`src/verilog/dmmcc_pkg.sv`:
```
package dmmcc_pkg;
    localparam int unsigned CLK_HZ = 200_000_000;
    localparam int unsigned STROBE_HZ = 768;
    localparam int unsigned STROBE_STAGES = 320;
    localparam int unsigned OSC_DIV = CLK_HZ / (STROBE_HZ * STROBE_STAGES);
    localparam int unsigned PRESCALE_DIV = 16;
    localparam int unsigned NUM_CHARS = 8;
    localparam int unsigned NUM_COLS = 5;
    localparam int unsigned RAM_DEPTH = 56;
    localparam logic [2:0] NUM_ROWS = 3'h7;
    localparam logic [2:0] LAST_ROW = 3'h6;
    localparam logic [3:0] BYTE_BITS = 4'h8;
    localparam logic [8:0] STAGE_LAST = 9'(STROBE_STAGES - 1);
    localparam logic [2:0] OP_ROW = 3'h0;
    localparam logic [2:0] OP_ADDR = 3'h5;
    localparam logic [2:0] OP_CTRL = 3'h7;
    localparam logic [7:0] CMD_CLEAR = 8'hC0;
    localparam int unsigned OPC_LSB = 5;
    localparam int unsigned PRESC_BIT = 4;
    localparam int unsigned PEAK_BIT = 3;
    localparam logic [4:0] CTRL_RST = 5'h00;
    localparam logic [2:0] ADDR_RST = 3'h0;
    localparam logic [3:0] REG_CMD = 4'h0;
    localparam logic [3:0] REG_STATUS = 4'h4;
    localparam int unsigned ST_CTRL_LSB = 0;
    localparam int unsigned ST_ADDR_LSB = 8;
    localparam int unsigned ST_WROW_LSB = 12;
    localparam int unsigned ST_ROW_LSB = 16;
    localparam int unsigned ST_CLR_BIT = 24;
    localparam int unsigned ST_WIPE_BIT = 25;
    localparam logic [1:0] RESP_OKAY = 2'h0;
    localparam logic [1:0] RESP_SLVERR = 2'h2;

    typedef enum logic [1:0] {
        MX_IDLE = 2'h1,
        MX_FETCH = 2'h2
    } dmmcc_mx_t;

    function automatic logic [5:0] ram_index(input logic [2:0] ch, input logic [2:0] row);
        return 6'(ch * NUM_ROWS + row);
    endfunction

    // stage count during which the row strobe stays on
    function automatic logic [8:0] on_count(input logic [2:0] level);
        case (level)
            3'h0: return 9'h140;
            3'h1: return 9'h0AA;
            3'h2: return 9'h080;
            3'h3: return 9'h056;
            3'h4: return 9'h040;
            3'h5: return 9'h02A;
            3'h6: return 9'h015;
            default: return 9'h000;
        endcase
    endfunction
endpackage

```
`src/verilog/dmmcc_div.sv`:
```
`timescale 1ns/1ps
`default_nettype none
module dmmcc_div #(
    parameter int unsigned DIV = 16
) (
    input wire logic i_ref_clk,
    input wire logic i_rst_n,
    input wire logic i_en,
    output logic o_tick
);
    localparam int unsigned W = (DIV > 2) ? $clog2(DIV) : 1;
    localparam logic [W-1:0] LAST = W'(DIV - 1);

    if (DIV < 2) begin : g_bad_div
        $error("divider needs DIV of at least 2");
    end

    logic [W-1:0] cnt_q;
    logic [W-1:0] cnt_d;

    always_comb begin
        cnt_d = cnt_q;
        o_tick = 1'b0;
        if (i_en) begin
            if (cnt_q == LAST) begin
                cnt_d = '0;
                o_tick = 1'b1;
            end else begin
                cnt_d = cnt_q + W'(1);
            end
        end
    end

    always_ff @(posedge i_ref_clk) begin
        if (!i_rst_n) begin
            cnt_q <= '0;
        end else begin
            cnt_q <= cnt_d;
        end
    end
endmodule // dmmcc_div
`default_nettype wire

```
`src/verilog/dmmcc_ram.sv`:
```
`timescale 1ns/1ps
`default_nettype none
module dmmcc_ram #(
    parameter int unsigned DEPTH = 56,
    parameter int unsigned WIDTH = 5
) (
    input wire logic i_ref_clk,
    input wire logic i_we,
    input wire logic [5:0] i_waddr,
    input wire logic [WIDTH-1:0] i_wdata,
    input wire logic [5:0] i_raddr,
    output logic [WIDTH-1:0] o_rdata
);
    if (DEPTH > 64 || DEPTH < 1) begin : g_bad_depth
        $error("memory depth must fit a 6-bit address");
    end

    logic [WIDTH-1:0] mem [DEPTH];
    logic [WIDTH-1:0] rdata_q;

    // write and read ports are independent; read data is registered
    always_ff @(posedge i_ref_clk) begin
        if (i_we) begin
            mem[i_waddr] <= i_wdata;
        end
        rdata_q <= mem[i_raddr];
    end

    assign o_rdata = rdata_q;
endmodule // dmmcc_ram
`default_nettype wire

```
`src/verilog/dmmcc_top.sv`:
```
// Added by the designer: the placing of the registers and the AXI4-Lite slave port.
`timescale 1ns/1ps
`default_nettype none
module dmmcc_top
    import dmmcc_pkg::*;
#(
    parameter int unsigned OSC_DIV_P = OSC_DIV,
    parameter int unsigned ADDR_W = 4
) (
    input wire logic i_ref_clk,
    input wire logic i_rst_n,
    input wire logic i_ser_data,
    input wire logic i_serial_shift_clock,
    input wire logic i_load_n,
    input wire logic i_int_osc_sel,
    input wire logic i_clk_io,
    output logic o_clk_io,
    output logic o_clk_io_oe,
    input wire logic i_awvalid,
    output logic o_awready,
    input wire logic [ADDR_W-1:0] i_awaddr,
    input wire logic i_wvalid,
    output logic o_wready,
    input wire logic [31:0] i_wdata,
    input wire logic [3:0] i_wstrb,
    output logic o_bvalid,
    input wire logic i_bready,
    output logic [1:0] o_bresp,
    input wire logic i_arvalid,
    output logic o_arready,
    input wire logic [ADDR_W-1:0] i_araddr,
    output logic o_rvalid,
    input wire logic i_rready,
    output logic [31:0] o_rdata,
    output logic [1:0] o_rresp,
    output logic [6:0] o_row_strobe,
    output logic [39:0] o_col_data,
    output logic o_peak_full
);
    if (OSC_DIV_P < 2) begin : g_bad_osc
        $error("oscillator divider must be at least 2");
    end
    if (ADDR_W < 4) begin : g_bad_aw
        $error("address width must reach both registers");
    end

    // serial byte receiver
    logic sck_q, sck_d, load_q, load_d;
    logic [7:0] sh_q, sh_d;
    logic [3:0] bits_q, bits_d;
    logic ser_start, ser_done;

    always_comb begin
        sck_d = i_serial_shift_clock;
        load_d = i_load_n;
        sh_d = sh_q;
        bits_d = bits_q;
        ser_start = load_q & ~i_load_n;
        ser_done = ~load_q & i_load_n & (bits_q == BYTE_BITS);
        if (ser_start) begin
            bits_d = 4'h0;
        end else if (!i_load_n && i_serial_shift_clock && !sck_q && bits_q != BYTE_BITS) begin
            sh_d = {i_ser_data, sh_q[7:1]};
            bits_d = bits_q + 4'h1;
        end
    end

    always_ff @(posedge i_ref_clk) begin
        if (!i_rst_n) begin
            sck_q <= 1'b0;
            load_q <= 1'b1;
            sh_q <= 8'h00;
            bits_q <= 4'h0;
        end else begin
            sck_q <= sck_d;
            load_q <= load_d;
            sh_q <= sh_d;
            bits_q <= bits_d;
        end
    end

    // command decode, control word, address, memory wipe
    logic [4:0] ctrl_q, ctrl_d;
    logic [2:0] addr_q, addr_d;
    logic [2:0] wrow_q, wrow_d;
    logic clr_q, clr_d;
    logic wipe_q, wipe_d;
    logic [5:0] widx_q, widx_d;
    logic ram_we;
    logic [5:0] ram_wa;
    logic [4:0] ram_wd;
    logic wr_acc, cmd_hit, cmd_v;
    logic [7:0] cmd_b;

    // serial byte has priority; register writes wait in the cycle it completes or while a wipe is busy
    assign wr_acc = i_awvalid & i_wvalid & ~o_bvalid & ~wipe_q & ~ser_done;
    assign cmd_hit = wr_acc & (i_awaddr[3:0] == REG_CMD) & i_wstrb[0];
    assign cmd_v = ser_done | cmd_hit;
    assign cmd_b = ser_done ? sh_q : i_wdata[7:0];

    always_comb begin
        ctrl_d = ctrl_q;
        addr_d = addr_q;
        wrow_d = wrow_q;
        clr_d = clr_q;
        wipe_d = wipe_q;
        widx_d = widx_q;
        ram_we = 1'b0;
        ram_wa = widx_q;
        ram_wd = 5'h00;
        if (wipe_q) begin
            ram_we = 1'b1;
            if (widx_q == 6'(RAM_DEPTH - 1)) begin
                wipe_d = 1'b0;
            end else begin
                widx_d = widx_q + 6'h01;
            end
        end
        if (ser_start || cmd_hit) begin
            clr_d = 1'b0;
        end
        if (cmd_v && !wipe_q) begin
            if (cmd_b == CMD_CLEAR) begin
                addr_d = ADDR_RST;
                wrow_d = 3'h0;
                wipe_d = 1'b1;
                widx_d = 6'h00;
                clr_d = 1'b1;
            end else begin
                case (cmd_b[7:OPC_LSB])
                    OP_ADDR: begin
                        addr_d = cmd_b[2:0];
                        wrow_d = 3'h0;
                    end
                    OP_CTRL: begin
                        ctrl_d = cmd_b[4:0];
                    end
                    OP_ROW: begin
                        if (wrow_q < NUM_ROWS) begin
                            ram_we = 1'b1;
                            ram_wa = ram_index(addr_q, wrow_q);
                            ram_wd = cmd_b[4:0];
                            wrow_d = wrow_q + 3'h1;
                        end
                    end
                    default: begin
                    end
                endcase
            end
        end
    end

    always_ff @(posedge i_ref_clk) begin
        if (!i_rst_n) begin
            ctrl_q <= CTRL_RST;
            addr_q <= ADDR_RST;
            wrow_q <= 3'h0;
            clr_q <= 1'b0;
            wipe_q <= 1'b1;
            widx_q <= 6'h00;
        end else begin
            ctrl_q <= ctrl_d;
            addr_q <= addr_d;
            wrow_q <= wrow_d;
            clr_q <= clr_d;
            wipe_q <= wipe_d;
            widx_q <= widx_d;
        end
    end

    // strobe source clock selection and prescaler
    logic ext_q, ext_d, io_q, io_d;
    logic osc_tick, src_tick, pre_tick, mux_tick;

    dmmcc_div #(.DIV(OSC_DIV_P)) u_osc (
        .i_ref_clk(i_ref_clk),
        .i_rst_n(i_rst_n),
        .i_en(1'b1),
        .o_tick(osc_tick)
    );

    assign src_tick = i_int_osc_sel ? osc_tick : (i_clk_io & ~ext_q);

    dmmcc_div #(.DIV(PRESCALE_DIV)) u_presc (
        .i_ref_clk(i_ref_clk),
        .i_rst_n(i_rst_n),
        .i_en(src_tick & ctrl_q[PRESC_BIT]),
        .o_tick(pre_tick)
    );

    assign mux_tick = ctrl_q[PRESC_BIT] ? pre_tick : src_tick;

    always_comb begin
        ext_d = i_clk_io;
        io_d = osc_tick ? ~io_q : io_q;
    end

    always_ff @(posedge i_ref_clk) begin
        if (!i_rst_n) begin
            ext_q <= 1'b0;
            io_q <= 1'b0;
        end else begin
            ext_q <= ext_d;
            io_q <= io_d;
        end
    end

    assign o_clk_io = io_q;
    assign o_clk_io_oe = i_int_osc_sel;

    // row multiplexer
    dmmcc_mx_t st_q, st_d;
    logic [8:0] stage_q, stage_d;
    logic [2:0] row_q, row_d, nrow;
    logic [3:0] fcnt_q, fcnt_d;
    logic [39:0] shadow_q, shadow_d, col_q, col_d;
    logic [6:0] strobe_q, strobe_d;
    logic [5:0] ram_ra;
    logic [4:0] ram_rd;

    dmmcc_ram #(.DEPTH(RAM_DEPTH), .WIDTH(NUM_COLS)) u_ram (
        .i_ref_clk(i_ref_clk),
        .i_we(ram_we),
        .i_waddr(ram_wa),
        .i_wdata(ram_wd),
        .i_raddr(ram_ra),
        .o_rdata(ram_rd)
    );

    assign nrow = (row_q == LAST_ROW) ? 3'h0 : row_q + 3'h1;
    assign ram_ra = ram_index(fcnt_q[2:0], nrow);

    always_comb begin
        st_d = st_q;
        stage_d = stage_q;
        row_d = row_q;
        fcnt_d = fcnt_q;
        shadow_d = shadow_q;
        col_d = col_q;
        case (st_q)
            MX_FETCH: begin
                // prefetch the next row of all characters
                for (int c = 0; c < NUM_CHARS; c++) begin
                    if (fcnt_q == 4'(c + 1)) begin
                        shadow_d[c*NUM_COLS +: NUM_COLS] = ram_rd;
                    end
                end
                fcnt_d = fcnt_q + 4'h1;
                if (fcnt_q == 4'(NUM_CHARS)) begin
                    st_d = MX_IDLE;
                end
            end
            MX_IDLE: begin
            end
            default: begin
                st_d = MX_IDLE;
            end
        endcase
        if (mux_tick) begin
            if (stage_q == STAGE_LAST) begin
                stage_d = 9'h000;
                row_d = nrow;
                col_d = shadow_q;
                st_d = MX_FETCH;
                fcnt_d = 4'h0;
            end else begin
                stage_d = stage_q + 9'h001;
            end
        end
        // rows fetched before or during a wipe must not reappear afterwards
        if (wipe_q) begin
            shadow_d = '0;
            col_d = '0;
        end
        strobe_d = 7'h00;
        if (stage_d < on_count(ctrl_q[2:0]) && !clr_q && !wipe_q) begin
            strobe_d = 7'h01 << row_d;
        end
    end

    always_ff @(posedge i_ref_clk) begin
        if (!i_rst_n) begin
            st_q <= MX_FETCH;
            stage_q <= 9'h000;
            row_q <= 3'h0;
            fcnt_q <= 4'h0;
            shadow_q <= 40'h00_0000_0000;
            col_q <= 40'h00_0000_0000;
            strobe_q <= 7'h00;
        end else begin
            st_q <= st_d;
            stage_q <= stage_d;
            row_q <= row_d;
            fcnt_q <= fcnt_d;
            shadow_q <= shadow_d;
            col_q <= col_d;
            strobe_q <= strobe_d;
        end
    end

    assign o_row_strobe = strobe_q;
    assign o_col_data = col_q;
    assign o_peak_full = ctrl_q[PEAK_BIT];

    // register bus slave
    logic bvalid_q, bvalid_d, rvalid_q, rvalid_d;
    logic [1:0] bresp_q, bresp_d, rresp_q, rresp_d;
    logic [31:0] rdata_q, rdata_d, status;

    always_comb begin
        status = 32'h0000_0000;
        status[ST_CTRL_LSB +: 5] = ctrl_q;
        status[ST_ADDR_LSB +: 3] = addr_q;
        status[ST_WROW_LSB +: 3] = wrow_q;
        status[ST_ROW_LSB +: 3] = row_q;
        status[ST_CLR_BIT] = clr_q;
        status[ST_WIPE_BIT] = wipe_q;
        bvalid_d = bvalid_q;
        bresp_d = bresp_q;
        rvalid_d = rvalid_q;
        rresp_d = rresp_q;
        rdata_d = rdata_q;
        if (bvalid_q && i_bready) begin
            bvalid_d = 1'b0;
        end
        if (wr_acc) begin
            bvalid_d = 1'b1;
            bresp_d = (i_awaddr[3:0] == REG_CMD) ? RESP_OKAY : RESP_SLVERR;
        end
        if (rvalid_q && i_rready) begin
            rvalid_d = 1'b0;
        end
        if (i_arvalid && !rvalid_q) begin
            rvalid_d = 1'b1;
            rresp_d = RESP_OKAY;
            rdata_d = 32'h0000_0000;
            case (i_araddr[3:0])
                REG_CMD: begin
                end
                REG_STATUS: begin
                    rdata_d = status;
                end
                default: begin
                    rresp_d = RESP_SLVERR;
                end
            endcase
        end
    end

    always_ff @(posedge i_ref_clk) begin
        if (!i_rst_n) begin
            bvalid_q <= 1'b0;
            bresp_q <= RESP_OKAY;
            rvalid_q <= 1'b0;
            rresp_q <= RESP_OKAY;
            rdata_q <= 32'h0000_0000;
        end else begin
            bvalid_q <= bvalid_d;
            bresp_q <= bresp_d;
            rvalid_q <= rvalid_d;
            rresp_q <= rresp_d;
            rdata_q <= rdata_d;
        end
    end

    assign o_awready = wr_acc;
    assign o_wready = wr_acc;
    assign o_bvalid = bvalid_q;
    assign o_bresp = bresp_q;
    assign o_arready = ~rvalid_q;
    assign o_rvalid = rvalid_q;
    assign o_rdata = rdata_q;
    assign o_rresp = rresp_q;
endmodule // dmmcc_top
`default_nettype wire

```
`config.mk`:
```
export PLATFORM = sky130hd
export DESIGN_NAME = dmmcc_top
export DESIGN_NICKNAME = d
export VERILOG_FILES = /design/src/verilog/dmmcc_pkg.sv /design/src/verilog/dmmcc_div.sv /design/src/verilog/dmmcc_ram.sv /design/src/verilog/dmmcc_top.sv
export SDC_FILE = /design/constraint.sdc
export NUM_CORES = 1
export LEC_CHECK = 0
export ABC_AREA = 0
export BUFFER_PORTS_ARGS = -buffer_cell sky130_fd_sc_hd__clkbuf_2
export CAP_MARGIN = 30
export CORE_UTILIZATION = 40
export CTS_CLUSTER_SIZE = 12
export DETAILED_ROUTE_END_ITERATION = 16
export GPL_ROUTABILITY_DRIVEN = 0
export SETUP_SLACK_MARGIN = 0.2
export SYNTH_ARGS = -nofsm -noshare
export SYNTH_HDL_FRONTEND = slang
export SYNTH_HIERARCHICAL = 1
export SYNTH_SLANG_ARGS = --single-unit
```
`constraint.sdc`:
```
create_clock -name i_ref_clk -period 3.8 [get_ports i_ref_clk]
set_clock_uncertainty 0.15 [all_clocks]
set_input_delay 0.38 -clock i_ref_clk [delete_from_list [all_inputs] [get_ports i_ref_clk]]
set_output_delay 0.38 -clock i_ref_clk [all_outputs]
set_load 0.01 [all_outputs]
```
Word level (Yosys, flattened, before mapping) --
Memories as Yosys holds them, arrays and structs flattened. A register that Yosys moved wholly into a read port is not among the register bits. Cells that the tools add are included.
Word-level totals: input port bits 56, flip-flop bits (word level) 192, logic and storage cells 199, memories 1, memory bits (writable) 280
Operators by class: muxes and demuxes 58, eq/ne operators 28, shift-type cells 1, reduce and logical (&&, ||, !) cells 41, bitwise logic cells 23, $mul 2, magnitude comparators 2, $add $sub $neg 10
Memory list:
- u_ram.mem | words 56, bits a word 5, read ports 1, clocked after Yosys merged registers in 1, wr ports 1, RTL line dmmcc_ram.sv:18 | logic [WIDTH-1:0] mem [DEPTH];
Operator list (number):
- 9-bit case mux with 7 select lines | 1
- 6-bit two-way mux | 8
- 26-bit two-way mux | 1
- 2-bit AND reduction | 12
- 1-bit two-way mux | 23
- 3-bit two-way mux | 7
- 4-bit by 3-bit == test with 1-bit output (second input constant) | 5
- 5-bit two-way mux | 4
- 3-bit == test (second input constant) | 6
- 9-bit two-way mux | 2
- 4-bit two-way mux | 4
- 4-bit by 1-bit adder with 4-bit output (second input constant) | 3
- 6-bit by 3-bit adder with 6-bit output | 2
- 4-bit == test (second input constant) | 3
- 3-bit by 3-bit multiplier with 6-bit output (second input constant) | 2
- 1-bit AND | 11
- 1-bit inverter | 11
- 10-bit by 1-bit adder with 10-bit output (second input constant) | 1
- 10-bit == test (second input constant) | 1
- 2-bit two-way mux | 5
- 9-bit by 1-bit adder with 9-bit output (second input constant) | 1
- 9-bit == test (second input constant) | 1
- 1-bit logical AND | 9
- 9-bit less-than comparator | 1
- other kinds (26) | 41

Logic depth before layout (Yosys ltp) --
word-level depth 12, depth in mapped cells 20

Hierarchy --
Netlist, hierarchy kept.
Modules (own cells, without submodules):
- dmmcc_ram | instances 1, cells each 595, area each 11383.4 um^2
- dmmcc_top | instances 1, cells each 854, area each 7526.0 um^2
- dmmcc_div at u_osc | instances 1, cells each 53, area each 493.0 um^2
- dmmcc_div at u_presc | instances 1, cells each 22, area each 195.2 um^2

Least setup slack after synthesis --
Ideal clock, no wire load.
kind register to register, start point reg u_osc.cnt_q[4], end point reg strobe_q[2], in the netlist o_row_strobe[2], required time 3521 ps, stages on the path, launching flop included 19, arrival 3857 ps, library setup time 129 ps, slack -337 ps, path buffers 2, cells stage by stage dfxtp_1 nand4b_1 nor4_1 and2_4 o21a_1 nand2_2 nor2_1 nand2b_1 o31a_4 and2_4 buf_6 buf_2 nor2_1 ha_1 and3_1 or3b_2 or4_1 o211ai_2 nor3_1
On the way: word-level cells in the longest chain between the ends 11, elaborated cells on any way between the ends 13, those cells by class order compare: 1; eq/ne: 1; shift: 1; mux: 6; bitwise: 1; reduce/logical: 3
RTL lines:
- from (decl) | RTL line dmmcc_div.sv:18 | logic [W-1:0] cnt_q;
- from (signal assigned) | RTL line dmmcc_div.sv:38 | cnt_q <= cnt_d;
- 10-bit == test | RTL line dmmcc_div.sv:25 | if (cnt_q == LAST) begin
- 1-bit two-way mux | RTL line dmmcc_div.sv:25
- named net osc_tick | RTL line dmmcc_top.sv:173 | logic osc_tick, src_tick, pre_tick, mux_tick;
- 1-bit two-way mux | RTL line dmmcc_top.sv:182 | assign src_tick = i_int_osc_sel ? osc_tick : (i_clk_io & ~ext_q);
- 1-bit AND | RTL line dmmcc_top.sv:187 | .i_en(src_tick & ctrl_q[PRESC_BIT]),
- 1-bit two-way mux | RTL line dmmcc_div.sv:24 | if (i_en) begin
- named net pre_tick | RTL line dmmcc_top.sv:173
- 1-bit two-way mux | RTL line dmmcc_top.sv:191 | assign mux_tick = ctrl_q[PRESC_BIT] ? pre_tick : src_tick;
- 9-bit two-way mux | RTL line dmmcc_top.sv:259 | if (mux_tick) begin
- named net stage_d[3] | RTL line dmmcc_top.sv:213 | logic [8:0] stage_q, stage_d;
- 9-bit less-than comparator | RTL line dmmcc_top.sv:276 | if (stage_d < on_count(ctrl_q[2:0]) && !clr_q && !wipe_q) begin
- 1-bit logical AND (2 in a row) | RTL line dmmcc_top.sv:276
- 2-bit AND reduction (no source line)
- to (signal assigned) | RTL line dmmcc_top.sv:297 | strobe_q <= strobe_d;
- to (decl) | RTL line dmmcc_top.sv:217 | logic [6:0] strobe_q, strobe_d;
The timed path passes the listed nets, and every way through them passes these cells. A chain may end at the register's enable or synchronous reset.

Worst setup path in the final report --
start point reg u_osc.cnt_q[1], end point reg strobe_q[6], in the netlist o_row_strobe[6]
Same word-level chain as after synthesis.

==> results.yml <==
status:
  outcome: "finished with violations"
  failing_checks: "negative setup slack"
sta:
  timing_hold_violations_final: 0
  final_period_minus_worst_setup_slack_ns: 3.848
  rsz0062_at_grt: "true"
  holdWs_ns: 0.06205
  max-slew-margin-rel_pct: 45.08
  final_setup_violating_endpoints: 7
  finalCritPeriodShare_pct: 101.3
  max_clock_freq_ghz: 0.2599
  tightest_slew_ns: 0.8187
  finalWorstSetupSlack_ns: -0.04792
  drv_slew: 0
floorplan:
  die_w_um: 223.3
  dieArea_um2: 49880
  floorplan.initialDensity_pct: 40.79
  boundaryPins: 147
  rows: 80
  die_h_um: 223.3
  fp.coreArea_um2: 48050
final_layout:
  fin_nets: 1863
  final_standard_cell_area_without_fillers_um2: 24370
  synthToLayoutAreaGrowth_pct: 24.34
  post_route_cells_drive_above_1_share_pct: 30.76
  layout.core_utilization_pct: 50.72
  diodes: 0
grt:
  largest_net_degree_at_the_start_of_global_routing: 81
  groute.usage.overall_pct: 18.05
  global_route.overflow_total: 0
  grt_antenna_before_repair: 0
  via_count_of_the_first_global_routing_pass: 12771
  first_pass_grt_wire_length_mm: 70.75
routing:
  antenna_left: 0
  dr_total_vias: 12594
  post_drt_via_cell_ratio: 5.241
  wirelength_mm: 44.62
  routed_wire_length_per_instance_um: 18.57
  drc: 0
  drt_first_iter_violations: 802
  drt_pre_antenna_iters: 5
yosys:
  sequential_share_of_the_synthesized_area_pct: 61.19
  yosysUniqueCellTypes: 88
  post-synth-top-area-fraction_pct: 42.90
  synth-main-ff-cell: "sky130_fd_sc_hd__edfxtp_1"
  synth.avg_cell_area_um2: 12.86
  postSynthRegisterBits: 459
  fraction_of_synthesis_flops_using_an_asynchronous_set_or_reset_pin_pct: 0
  yosys.area.top_type: "sky130_fd_sc_hd__edfxtp_1"
  post_synthesis_cells: 1524
  number_of_warnings_reported_in_the_yosys_synthesis_log: 6
  post_synth_instance_area_um2: 19600
  synth-edff-count: 280
  synth_area_leaders: "sky130_fd_sc_hd__edfxtp_1 43%, sky130_fd_sc_hd__dfxtp_1 18%, sky130_fd_sc_hd__mux4_2 5.2%"
place:
  dpl-instance-area_um2: 21830
  hpwl_mm: 29.15
  io_buffers: 101
clock_network:
  max-clock-path-buffers: 3
  number_of_clock_buffers_inserted_by_tritoncts: 48
  clock_sink_count: 459
  tritoncts: "built"
  clkLatencyLatePin_ns: 0.58
  worst_setup_hold_path_clk_slew_ns: 0.06
  cts.root.buffer_cell: "sky130_fd_sc_hd__clkbuf_16"
  h_tree_depth: 2
power:
  peakVddDrop_v: 0.0003675
  cellPowerDensity_nw_per_um2: 532.7
  static-leakage-power_nw: 9.480
worst_setup_path:
  worst_ep_required_time_ns: 4.11
  worst_ep_arrival_time_ns: 4.16
  crit_path_start_kind: "register"
  end_kind: "register"
  critPathKind: "reg2reg"
  critPathMaxFanout: 7
flow_run:
  timing.max_cap.violations: 0
worst_hold_path:
  class_of_the_tightest_hold_or_removal_check: "in2reg"
==> flip-flops by register name, indices dropped and copies added, names as in the netlist, 4 cells and up <==
| register | flops |
|---|---|
| widx_q | 6 |
| sh_q | 8 |
| ctrl_q | 5 |
| o_row_strobe | 7 |
| u_presc/cnt_q | 4 |
| shadow_q | 40 |
| u_ram/mem | 280 |
| bits_q | 4 |
| stage_q | 9 |
| u_osc/cnt_q | 10 |
| o_rdata | 16 |
| o_col_data | 40 |
| fcnt_q | 4 |
| u_ram/o_rdata | 5 |
==> logic make-up after synthesis <==
kind of cell	count (synthesis)	share of synthesized area (%)
AO/OA/AOI/OAI	186	6.576
XOR/XNOR	29	1.296
adder cells (fa/ha/maj)	50	3.499
buffers and inverters	128	3.301
flip-flops	459	61.19
multiplexers	154	11.62
other	2	0.03832
AND/OR/NAND/NOR	516	12.48
==> routing by layer <==
layer	up-vias	part of all wire, %	GRT usage, %	wire length, um
li1	6017	-	-	-
met1	6207	45	24.25	19930
met2	293	49	30.04	21660
met3	77	4.4	2.753	1959
met4	0	2.4	5.722	1066
met5	-	0	0	0
==> worst paths after layout <==
kind             startpoint               to  slack (ns)  cells after the start
min             i_awaddr[2]       o_bresp[1]        0.06                      3
max          u_osc/cnt_q[1]  o_row_strobe[6]       -0.05                     19
min reg2reg    shadow_q[17]   o_col_data[17]        0.30                      2
max reg2reg  u_osc/cnt_q[1]  o_row_strobe[6]       -0.05                     19
==> cell type report <==
type / instances / area, um^2
tap: 615 / 769.5
inverter: 29 / 108.9
clock inverter: 13 / 147.6
timing repair buffer: 265 / 2105
clock buffer: 68 / 1349
sequential: 459 / 12010
multi-input combinational: 954 / 7883
fill: 4075 / 23680
==> worst max-delay path, stage by stage, from the launching register on <==
cell and delay (ns):
sky130_fd_sc_hd__dfxtp_2 0.32, sky130_fd_sc_hd__inv_2 0.06, sky130_fd_sc_hd__ha_4 0.14, sky130_fd_sc_hd__nand2b_4 0.06
sky130_fd_sc_hd__nor4_4 0.22, sky130_fd_sc_hd__and2_4 0.18, sky130_fd_sc_hd__o21a_1 0.14, sky130_fd_sc_hd__nand2_2 0.06
sky130_fd_sc_hd__nor2_1 0.08, sky130_fd_sc_hd__nand2b_4 0.13, sky130_fd_sc_hd__buf_6 0.09, sky130_fd_sc_hd__o31a_4 0.16
sky130_fd_sc_hd__nand3_1 0.08, sky130_fd_sc_hd__a22o_1 0.26, sky130_fd_sc_hd__ha_4 0.28, sky130_fd_sc_hd__nand4_1 0.12
sky130_fd_sc_hd__or3b_4 0.43, sky130_fd_sc_hd__or4_4 0.53, sky130_fd_sc_hd__o211ai_4 0.15, sky130_fd_sc_hd__nor3b_2 0.08
==> where the power goes <==
| part | internal [mW] | total, mW | switching [mW] |
|---|---|---|---|
| Combinational | 1.41 | 3.02 | 1.60 |
| Clock | 2.66 | 4.52 | 1.86 |
| Sequential | 5.30 | 5.44 | 0.139 |
| Total | 9.37 | 13.0 | 3.61 |
==> cell usage after synthesis, drive strengths merged (16+ instances only) <==
cell    count
clkbuf     52
nor2b      18
mux2       21
mux4       54
buf        47
dfxtp     179
inv        28
nand2b     25
mux2i      79
edfxtp    280
nand3      42
a21oi      81
nor2      159
ha         42
a22oi      21
nand2     166
nor3       27
xnor2      16
==> through the flow <==
step	power, mW	cells	TNS [ns]	worst slack [ns]
finish	12.98	2403	-0.2652	-0.04792
global route	13.50	2403	-13.21	-0.2818
CTS	13.07	2395	-0.8761	-0.1036
detailed placement	8.058	2279	-0.7250	-0.1027
global placement	8.035	2279	-0.3490	-0.06569
floorplan	7.248	1541	-0.5737	-0.09677
==> cells in the final DEF (no fill, tap or decap), drive strengths merged, types with 7 or more instances in the layout <==
cell,instances
edfxtp,280
dfxtp,179
clkbuf,169
nand2,166
nor2,159
buf,155
a21oi,81
mux2i,79
mux4,54
nand3,42
ha,42
inv,30
nor3,27
nand2b,25
a22oi,21
mux2,21
conb,19
nor2b,18
xnor2,16
and2,15
o21ai,15
nand4,14
xor2,13
a21o,10
dlygate4sd3,9
clkinv,9
nor4,9
a211oi,8
fa,8
or3,8
nand3b,7
==> what timing repair did <==
| action | in CTS | in global routing |
|---|---|---|
| gates resized for setup | 76 | 89 |
| pin swaps | 47 | 38 |
| setup buffers | 24 | 7 |
| hold buffers | 9 | 0 |
| gates cloned | 2 | 0 |
| setup endpoints to repair | 292 | 292 |
| hold endpoints to repair | 7 | 0 |
Power figures use the tool's default switching activity.
